<file path="src/rtl/csa_pkg.sv">
// constants and types for the cpu-interface sgi alias and group 0 priority split logic
// Contract
// - secure alias write raises non-secure group 1 sgi; non-secure raises secure if permitted
// - with security enabled, non-secure alias sgi skips targets whose access control forbids
// - monitor mode accesses count as secure regardless of the non-secure state bit
// - el1 alias sgi write is undefined when el1 sysreg interface is disabled
// - non-secure el1 alias write traps to el2 on fiq, irq, t12 or sgi trap bits
// - el3 32-bit with fiq and irq routing: el2 and non-monitor el3 alias writes undefined
// - el3 64-bit with fiq and irq routing: secure el1, el2, unrouted ns el1 trap to el3
// - split register is 32 bits, [31:3] read zero, split point in [2:0]
// - split point n gives group priority [7:n+1]; seven means no preemption
// - one split register shared by both security states, not banked
// - non-secure el1 accesses go to the virtual register when hyp fiq routing set
// - minimum split point follows the implemented priority bit count
// - writes below minimum store the minimum; reset loads the minimum
// - split register access undefined from an el whose sysreg interface is disabled
// - non-secure el1 split access traps to el2 on t12 or trap-all-group0
// - el3 32-bit with fiq routing: el2, non-monitor el3, unrouted ns el1 undefined
// - el3 64-bit with fiq routing: secure el1, el2, unrouted ns el1 trap to el3
package csa_pkg;
  timeunit 1ns;
  timeprecision 100ps;
  localparam int unsigned SPLIT_REG_WIDTH    = 32;
  localparam int unsigned SPLIT_FIELD_LSB    = 0;
  localparam int unsigned SPLIT_FIELD_WIDTH  = 3;
  localparam int unsigned PRIO_WIDTH         = 8;
  localparam int unsigned PRIO_BITS_DEFAULT  = 5;
  localparam int unsigned PRIO_BITS_MAX      = 8;
  localparam int unsigned TARGET_COUNT       = 16;
  localparam logic [2:0]  SPLIT_NO_PREEMPT   = 3'h7;

  // access outcome toward the core
  typedef enum logic [3:0] {
    CSA_RES_OK    = 4'h1,
    CSA_RES_UNDEF = 4'h2,
    CSA_RES_EL2   = 4'h4,
    CSA_RES_EL3   = 4'h8
  } csa_result_type;

  typedef enum logic [1:0] {
    CSA_EL0 = 2'h0,
    CSA_EL1 = 2'h1,
    CSA_EL2 = 2'h2,
    CSA_EL3 = 2'h3
  } csa_el_type;

  // minimum split point for a given number of priority bits
  function automatic logic [2:0] csa_min_split(input logic [3:0] prio_bits);
    logic [3:0] m;
    m = 4'h7 - prio_bits;
    if (prio_bits > 4'h7) begin
      m = 4'h0;
    end
    return m[2:0];
  endfunction : csa_min_split
endpackage : csa_pkg

</file>
<file path="src/rtl/csa_split_mask.sv">
// group priority mask derived from a split point value
module csa_split_mask
  import csa_pkg::*;
(
  input  wire logic [2:0] split_in,
  input  wire logic [7:0] priority_in,
  output logic      [7:0] group_mask_out,
  output logic      [7:0] group_prio_out
);
  timeunit 1ns;
  timeprecision 100ps;
  wire [8:0] ones_below = (9'h002 << split_in) - 9'h001;

  // split seven leaves no group bits, so nothing preempts
  assign group_mask_out = (split_in == SPLIT_NO_PREEMPT) ? 8'h00 : ~ones_below[7:0];
  assign group_prio_out = priority_in & group_mask_out;
endmodule : csa_split_mask

</file>
<file path="src/rtl/csa_sysreg.sv">
// sgi alias write control and group 0 priority split register
module csa_sysreg
  import csa_pkg::*;
#(
  parameter int unsigned PRIO_BITS = PRIO_BITS_DEFAULT,
  parameter bit          EL2_IMPL  = 1'b1,
  parameter bit          EL3_IMPL  = 1'b1
) (
  input  wire logic                    mclk_in,
  input  wire logic                    reset_in,
  // access request from the core
  input  wire logic                    acc_valid_in,
  input  wire logic                    acc_write_in,
  input  wire logic                    acc_sel_sgi_in,
  input  wire logic                    acc_sel_split_in,
  input  wire logic [1:0]              acc_el_in,
  input  wire logic                    acc_monitor_in,
  input  wire logic [31:0]             acc_wdata_in,
  input  wire logic [TARGET_COUNT-1:0] acc_targets_in,
  // control bits
  input  wire logic                    nonsecure_state_bit_in,
  input  wire logic                    el3_is_64_in,
  input  wire logic                    secure_fiq_routing_in,
  input  wire logic                    secure_irq_routing_in,
  input  wire logic                    hyp_fiq_routing_in,
  input  wire logic                    hyp_irq_routing_in,
  input  wire logic                    hyp_sysreg_trap_12_in,
  input  wire logic                    hyp_sgi_trap_in,
  input  wire logic                    hyp_trap_all_group0_in,
  input  wire logic                    trap_general_exceptions_in,
  input  wire logic [2:0]              sysreg_interface_enable_in,
  input  wire logic                    distributor_security_disable_in,
  input  wire logic [TARGET_COUNT-1:0] redistributor_nonsecure_access_ctl_in,
  input  wire logic [7:0]              priority_in,
  // answer
  output logic                         acc_done_out,
  output logic [3:0]                   acc_result_out,
  output logic [31:0]                  acc_rdata_out,
  output logic                         virt_access_out,
  output logic                         sgi_valid_out,
  output logic                         sgi_secure_out,
  output logic [TARGET_COUNT-1:0]      sgi_targets_out,
  output logic [2:0]                   priority_bits_count_out,
  output logic [31:0]                  group0_priority_split_out,
  output logic [7:0]                   group_prio_out
);
  timeunit 1ns;
  timeprecision 100ps;
  localparam logic [3:0] PRIO_BITS_4 = 4'(PRIO_BITS);
  localparam logic [2:0] SPLIT_MIN   = csa_min_split(PRIO_BITS_4);

  logic [2:0]              split_reg;
  logic [2:0]              split_next;
  logic                    done_reg;
  logic [3:0]              result_reg;
  logic [31:0]             rdata_reg;
  logic                    virt_reg;
  logic                    sgi_valid_reg;
  logic                    sgi_secure_reg;
  logic [TARGET_COUNT-1:0] sgi_targets_reg;

  // monitor mode is always secure
  wire is_secure  = acc_monitor_in | ~nonsecure_state_bit_in | ~EL3_IMPL;
  wire at_el1     = (acc_el_in == CSA_EL1);
  wire at_el2     = (acc_el_in == CSA_EL2);
  wire at_el3     = (acc_el_in == CSA_EL3);
  wire at_el0     = (acc_el_in == CSA_EL0);
  wire ns_el1     = at_el1 & ~is_secure & ~trap_general_exceptions_in;
  wire s_el1      = at_el1 & is_secure;
  wire el3_non_mon = at_el3 & ~acc_monitor_in;
  wire el3_32     = EL3_IMPL & ~el3_is_64_in;
  wire el3_64     = EL3_IMPL & el3_is_64_in;
  wire sre_off    = (at_el1 & ~sysreg_interface_enable_in[0]) |
                    (at_el2 & ~sysreg_interface_enable_in[1]) |
                    (at_el3 & ~sysreg_interface_enable_in[2]);
  wire el1_tge    = at_el1 & ~is_secure & trap_general_exceptions_in;

  // sgi alias write: write only, no el0 access
  wire sgi_req    = acc_valid_in & acc_sel_sgi_in;
  wire both_route = secure_fiq_routing_in & secure_irq_routing_in;
  wire sgi_undef  = at_el0 | ~acc_write_in | el1_tge |
                    (at_el1 & ~sysreg_interface_enable_in[0]) |
                    (el3_32 & both_route & (at_el2 | el3_non_mon));
  wire sgi_el2    = EL2_IMPL & ns_el1 & (hyp_fiq_routing_in | hyp_irq_routing_in |
                    hyp_sysreg_trap_12_in | hyp_sgi_trap_in);
  wire sgi_el3    = el3_64 & both_route & (s_el1 | at_el2 |
                    (ns_el1 & ~hyp_irq_routing_in & ~hyp_fiq_routing_in));
  wire sgi_ok     = sgi_req & ~sgi_undef & ~sgi_el2 & ~sgi_el3;
  // with distributor security enabled, non-secure sources raise secure sgis only where allowed per target
  wire [TARGET_COUNT-1:0] sgi_allowed = is_secure ? acc_targets_in :
       (distributor_security_disable_in ? acc_targets_in :
        (acc_targets_in & redistributor_nonsecure_access_ctl_in));

  // group 0 split register access
  wire split_req   = acc_valid_in & acc_sel_split_in;
  wire split_undef = at_el0 | el1_tge | sre_off |
                     (el3_32 & secure_fiq_routing_in & (at_el2 | el3_non_mon |
                      (ns_el1 & ~hyp_fiq_routing_in)));
  wire split_virt  = ns_el1 & hyp_fiq_routing_in;
  wire split_el2   = EL2_IMPL & ns_el1 & (hyp_sysreg_trap_12_in | hyp_trap_all_group0_in);
  wire split_el3   = el3_64 & secure_fiq_routing_in & (s_el1 | at_el2 |
                     (ns_el1 & ~hyp_fiq_routing_in));
  wire split_ok    = split_req & ~split_undef & ~split_el2 & ~split_el3;
  wire split_wr    = split_ok & acc_write_in & ~split_virt;
  wire [2:0] wfield = acc_wdata_in[SPLIT_FIELD_LSB +: SPLIT_FIELD_WIDTH];

  // below-minimum writes store the minimum; one copy serves both states
  assign split_next = split_wr ? ((wfield < SPLIT_MIN) ? SPLIT_MIN : wfield) : split_reg;

  // undefined outranks traps; el2 traps outrank el3 traps for ns el1
  wire [3:0] result_sel = (sgi_req & sgi_undef) | (split_req & split_undef) ? CSA_RES_UNDEF :
                          (sgi_req & sgi_el2) | (split_req & split_el2) ? CSA_RES_EL2 :
                          (sgi_req & sgi_el3) | (split_req & split_el3) ? CSA_RES_EL3 :
                          CSA_RES_OK;
  wire [31:0] rdata_sel = (split_ok & ~acc_write_in & ~split_virt) ?
                          {29'h0000000, split_reg} : 32'h00000000;

  always_ff @(posedge mclk_in or posedge reset_in) begin
    if (reset_in) begin
      split_reg <= SPLIT_MIN;
    end else begin
      split_reg <= split_next;
    end
  end

  always_ff @(posedge mclk_in or posedge reset_in) begin
    if (reset_in) begin
      done_reg   <= 1'b0;
      result_reg <= 4'h0;
      rdata_reg  <= 32'h00000000;
      virt_reg   <= 1'b0;
    end else begin
      done_reg   <= acc_valid_in;
      result_reg <= acc_valid_in ? result_sel : 4'h0;
      rdata_reg  <= rdata_sel;
      virt_reg   <= split_ok & split_virt;
    end
  end

  // secure writer targets non-secure group 1 and vice versa
  always_ff @(posedge mclk_in or posedge reset_in) begin
    if (reset_in) begin
      sgi_valid_reg   <= 1'b0;
      sgi_secure_reg  <= 1'b0;
      sgi_targets_reg <= '0;
    end else begin
      sgi_valid_reg   <= sgi_ok & (|sgi_allowed);
      sgi_secure_reg  <= ~is_secure;
      sgi_targets_reg <= sgi_ok ? sgi_allowed : '0;
    end
  end

  csa_split_mask u_mask (
    .split_in       (split_reg),
    .priority_in    (priority_in),
    .group_mask_out (),
    .group_prio_out (group_prio_out)
  );

  assign acc_done_out              = done_reg;
  assign acc_result_out            = result_reg;
  assign acc_rdata_out             = rdata_reg;
  assign virt_access_out           = virt_reg;
  assign sgi_valid_out             = sgi_valid_reg;
  assign sgi_secure_out            = sgi_secure_reg;
  assign sgi_targets_out           = sgi_targets_reg;
  assign priority_bits_count_out   = 3'(PRIO_BITS_4 - 4'h1);
  assign group0_priority_split_out = {29'h0000000, split_reg};
endmodule : csa_sysreg

</file>
<file path="config.mk">
export PLATFORM = sky130hd
export DESIGN_NAME = csa_sysreg
export DESIGN_NICKNAME = d
export VERILOG_FILES = /design/src/rtl/csa_pkg.sv /design/src/rtl/csa_split_mask.sv /design/src/rtl/csa_sysreg.sv
export SDC_FILE = /design/constraint.sdc
export NUM_CORES = 1
export LEC_CHECK = 0
export ABC_AREA = 1
export BUFFER_PORTS_ARGS = -buffer_cell sky130_fd_sc_hd__buf_2
export CAP_MARGIN = 20
export CORE_UTILIZATION = 38
export DETAILED_ROUTE_END_ITERATION = 10
export GPL_ROUTABILITY_DRIVEN = 0
export PLACE_DENSITY_LB_ADDON = 0.08
export SLEW_MARGIN = 40
export SYNTH_ARGS = -nofsm -noshare
export SYNTH_HDL_FRONTEND = slang
export SYNTH_HIERARCHICAL = 1
export SYNTH_SLANG_ARGS = --single-unit
export TNS_END_PERCENT = 100
</file>
<file path="constraint.sdc">
create_clock -name mclk_in -period 1.65 [get_ports mclk_in]
set_input_delay 0.165 -clock mclk_in [delete_from_list [all_inputs] [get_ports mclk_in]]
set_output_delay 0.165 -clock mclk_in [all_outputs]
set_load 0.01 [all_outputs]
</file>
Word-level counts from Yosys, hierarchy flattened
Cells that the tools add are included.

word-level totals
  bits in latches = 0
  memories = 0
  input bits = 95
  bits in registers = 30
  RAM bits = 0
  memory bits (read-only) = 0
  output and inout bits = 99

cells by class
  bitwise gates (word level) = 86
  multiplexer cells = 10
  shifts and indexed selects = 1
  divide/modulo/power cells = 0
  multiply operators = 0
  equal/unequal tests = 4
  order comparisons = 1
  reductions and logical operators = 2
  add/sub/neg operators = 1

operators by type and width
  cell                                                        count
  2-to-1 mux 16 bit                                           3
  bitwise AND 1 bit                                           43
  OR 1 bit                                                    22
  NOT 1 bit                                                   18
  bitwise AND 16 bit                                          1
  2-to-1 mux 4 bit                                            4
  OR reduction 16 bit                                         1
  bitwise AND 8 bit                                           1
  2-to-1 mux 8 bit                                            1
  NOT 8 bit                                                   1
  left shift 2 x 3 -> 8 bit, first input constant             1
  subtractor 8 x 1 -> 8 bit, second input constant            1
  2-to-1 mux 3 bit                                            2
  == test 2 bit, second input constant                        2
  == test 3 bit, second input constant                        1
  less-than comparator 3 x 2 -> 1 bit, second input constant  1
  == test 2 x 1 -> 1 bit, second input constant               1
  zero test 2 bit                                             1

Depth between registers and ports, before layout
  depth after elaboration = 16
  depth in mapped cells = 11
  mapped depth without buffers = 11

By module
The synthesis kept the hierarchy.

modules (own cells, without submodules)
  module          cells an instance  times used  area each (um^2)
  csa_sysreg      277                1           2013.2
  csa_split_mask  46                 1           206.4

Least setup slack after synthesis
Ideal clock, no wire load.

  path type = reg-to-output
  start point = reg split_reg[1]
  end point = out group_prio_out[7]
  setup slack = -0.009 ns
  data required time = 1.485 ns
  stages on the path, launching flop included = 10
  arrival = 1.494 ns
  cells stage by stage = dfstp_2 > inv_1 > nand2_1 > nor2_2 > inv_1 > ha_1 > inv_1 > o21ai_0 > o21ai_1 > nor2_1

on the way
  longest elaborated chain between the ends = 5

ends and longest elaborated chain
  element                    line                  RTL
  start, declared            csa_sysreg.sv:52      logic [2:0] split_reg;
  start signal, assigned     csa_sysreg.sv:122     split_reg <= split_next;
  left shift 2 x 3 -> 8 bit  csa_split_mask.sv:12  wire [8:0] ones_below = (9'h002 << split_in) - 9'h001;
  subtractor 8 x 1 -> 8 bit  csa_split_mask.sv:12
  NOT 8 bit                  csa_split_mask.sv:15  assign group_mask_out = (split_in == SPLIT_NO_PREEMPT) ? 8'h00 : ~ones_below[7:0];
  2-to-1 mux 8 bit *         csa_split_mask.sv:15
  bitwise AND 8 bit *        csa_split_mask.sv:16  assign group_prio_out = priority_in & group_mask_out;
  end, declared              csa_sysreg.sv:45      output logic [7:0] group_prio_out

Every way passes the cells marked *; elsewhere a longest branch is shown, timed or not.

Worst setup path after layout
Ends and elaborated chain as after synthesis.

==> impl_metrics.csv <==
group,metric,value,unit
worst_hold_path,hold_path_class,"in2reg",
floorplan,die_y,78.04,microns
layout,final_cells,507,
sta,worst_slack,-0.1451,ns
worst_setup_path,end_kind,"primary output",
global_routing,grt_antenna_before_repair,0,
routing,via_per_inst,4.026,
worst_setup_path,cp_max_fo,4,
global_routing,grtUsageMet3,0.03605,
floorplan,fp.dieW,78.04,microns
global_routing,overflow,0,
worst_setup_path,cp.required,1.48,ns
clocking,cts_tree,"built",
routing,routed_wl,4760,microns
worst_setup_path,crit_buf_inv,4,
worst_setup_path,worst_path_largest_cell_delay,0.54,ns
layout,final_area,2756,sq um
clocking,clk_pin_slew,0.06,ns
placement,dp_cells,488,
routing,ant_nets,0,
logic_synthesis,ys_warn_count,6,
layout,drive_gt1_frac,0.3356,
power_and_ir_drop,power,2269,uW
layout,area_delta_synth_final,25.46,%
clocking,ctsRootBufferMaster,"clkbuf_8",
layout,antenna_cells,0,
logic_synthesis,syn_area,2197,sq um
worst_setup_path,crit_chain,"inv_2, nand2_2, nor2_2, inv_2, ha_4, inv_4, o21ai_2, o21ai_1, nor2_1, buf_2",
sta,fmaxAchievable,557.1,MHz
power_and_ir_drop,leakage,0.001748,uW
placement,placed_area,2551,sq um
sta,grt_setup_unrepaired,"true",
worst_setup_path,arrival,1.63,ns
clocking,clock_latency,0.28,ns
run_status,violations,"setup timing",
global_routing,busiest_layer,"met2",
routing,drtIter0Drc,52,
routing,route.vias.total,2041,
power_and_ir_drop,vdd_drop_max,372.2,uV
clocking,clock_path_buffers,2,
routing,post_drt_wl_per_cell,9.389,microns
run_status,outcome,"complete, but fails checks",
worst_setup_path,cp_top_family,"flip-flops",
floorplan,coreArea,5540,sq um
worst_setup_path,critPathMostFrequentCell,"inv_2",
global_routing,grt_usage,0.1541,
sta,fin_skew,0.001849,ns
global_routing,grt_pass1_vias,1713,
layout,nFillCells,606,
clocking,htree_levels,2,
floorplan,rows,27,
worst_setup_path,worstSetupPathType,"reg2out",
floorplan,start_util,0.3966,
global_routing,use_met2,0.2781,
global_routing,grt_pass1_wl,7320,microns
global_routing,grtUsageMet1,0.1741,
sta,layout_worst_path_cycle_share,1.088,
clocking,cts_sinks,30,
sta,finalMaxSlewViolations,0,
logic_synthesis,avgSynthCellArea,6.909,sq um
layout,fin_nets,530,
global_routing,grt_max_degree,31,
placement,portBuffers,101,
worst_setup_path,setup.worst_path.start_class,"register",
layout,largest_register_ffs,16,
sta,setup-violations-final,4,
sta,hold_violations,0,
routing,drc_errors,0,
floorplan,ios,194,
floorplan,die_area,6090,sq um
flow_run,drv_cap,0,
placement,dp_hpwl,3743,microns
power_and_ir_drop,power_density,823.0,nW/um^2
logic_synthesis,syn_inst,318,
sta,fin_crit,1.795,ns
worst_setup_path,crit_slowest_cell,"dfstp_2",
clocking,numCtsBuffers,5,
routing,first_pass_iters,4,
-- worst register-to-register path: cells and delay by family (launching register included) --
kind	cells	cell delay [ns]
buffers and inverters	2	0.21
DFF	1	0.54
and+or+nand+nor	1	0.09
-- path summary, 6_finish.rpt --
path | start | end | slack [ns] | cells past startpoint
setup / recovery | split_reg[1] | group_prio_out[7] | -0.15 | 10
hold / removal | acc_valid_in | acc_done_out | 0.04 | 1
setup reg to reg | split_reg[1] | acc_rdata_out[1] | 0.76 | 3
hold reg to reg | split_reg[1] | split_reg[1] | 0.64 | 3
max in group asynchronous | reset_in | split_reg[1] | 0.84 | 4
min in group asynchronous | reset_in | acc_rdata_out[2] | 0.50 | 4
-- layout by cell type, fill, tap and decap left out, types with 2 or more instances in the layout --
| cell type | count |
|---|---|
| a21oi_1 | 3 |
| buf_2 | 101 |
| buf_4 | 14 |
| clkbuf_8 | 6 |
| conb_1 | 62 |
| dfrtp_1 | 29 |
| inv_1 | 33 |
| inv_2 | 5 |
| nand2_1 | 77 |
| nand2_2 | 4 |
| nand3_1 | 16 |
| nand3_2 | 2 |
| nand4_1 | 7 |
| nor2_1 | 54 |
| nor2_2 | 5 |
| o21ai_1 | 2 |
| o21ai_2 | 2 |
-- report_power, final --
group | total, uW | internal [uW] | switching (uW)
combinational | 873 | 389 | 484
clock | 593 | 335 | 258
sequential | 802 | 779 | 23.6
-- per-layer routing --
metal  part of all wire  vias to the layer above
met1               0.42                      884
li1                   -                     1058
met3              0.080                        5
met2               0.49                       94
met5                  0                        -
met4              0.015                        0
-- final cells by class --
type	count	area [sq um]	area share
clock buffer	7	86.33	0.03132
clock inverter	1	5.005	0.001816
inverter	39	148.9	0.05402
multi-input combinational	241	1033	0.3749
sequential	30	752.0	0.2728
tap	72	90.09	0.03268
timing repair buffer	117	640.6	0.2324
-- through the flow --
step	util	setup TNS (ns)	worst slack, ns	hold slack, ns
2_1_floorplan	-	0	0.01113	0.1964
3_3_place_gp	0.4605	0	0.03577	0.2581
3_5_place_dp	0.4605	0	0.006808	0.2541
4_1_cts	0.4959	-0.3579	-0.1219	0.03504
5_1_grt	0.4975	-0.9132	-0.2586	0.04479
6_report	0.4975	-0.4657	-0.1451	0.03765
-- what timing repair did --
item / 4_1_cts / 5_1_grt
setup buffers: 10 / 0
hold buffers: 1 / 0
gates resized for setup: 8 / 3
setup endpoints to repair: 4 / 5
pin swaps: 4 / 1
endpoints found under the hold margin: 29 / 0
Power figures use the tool's default switching activity.
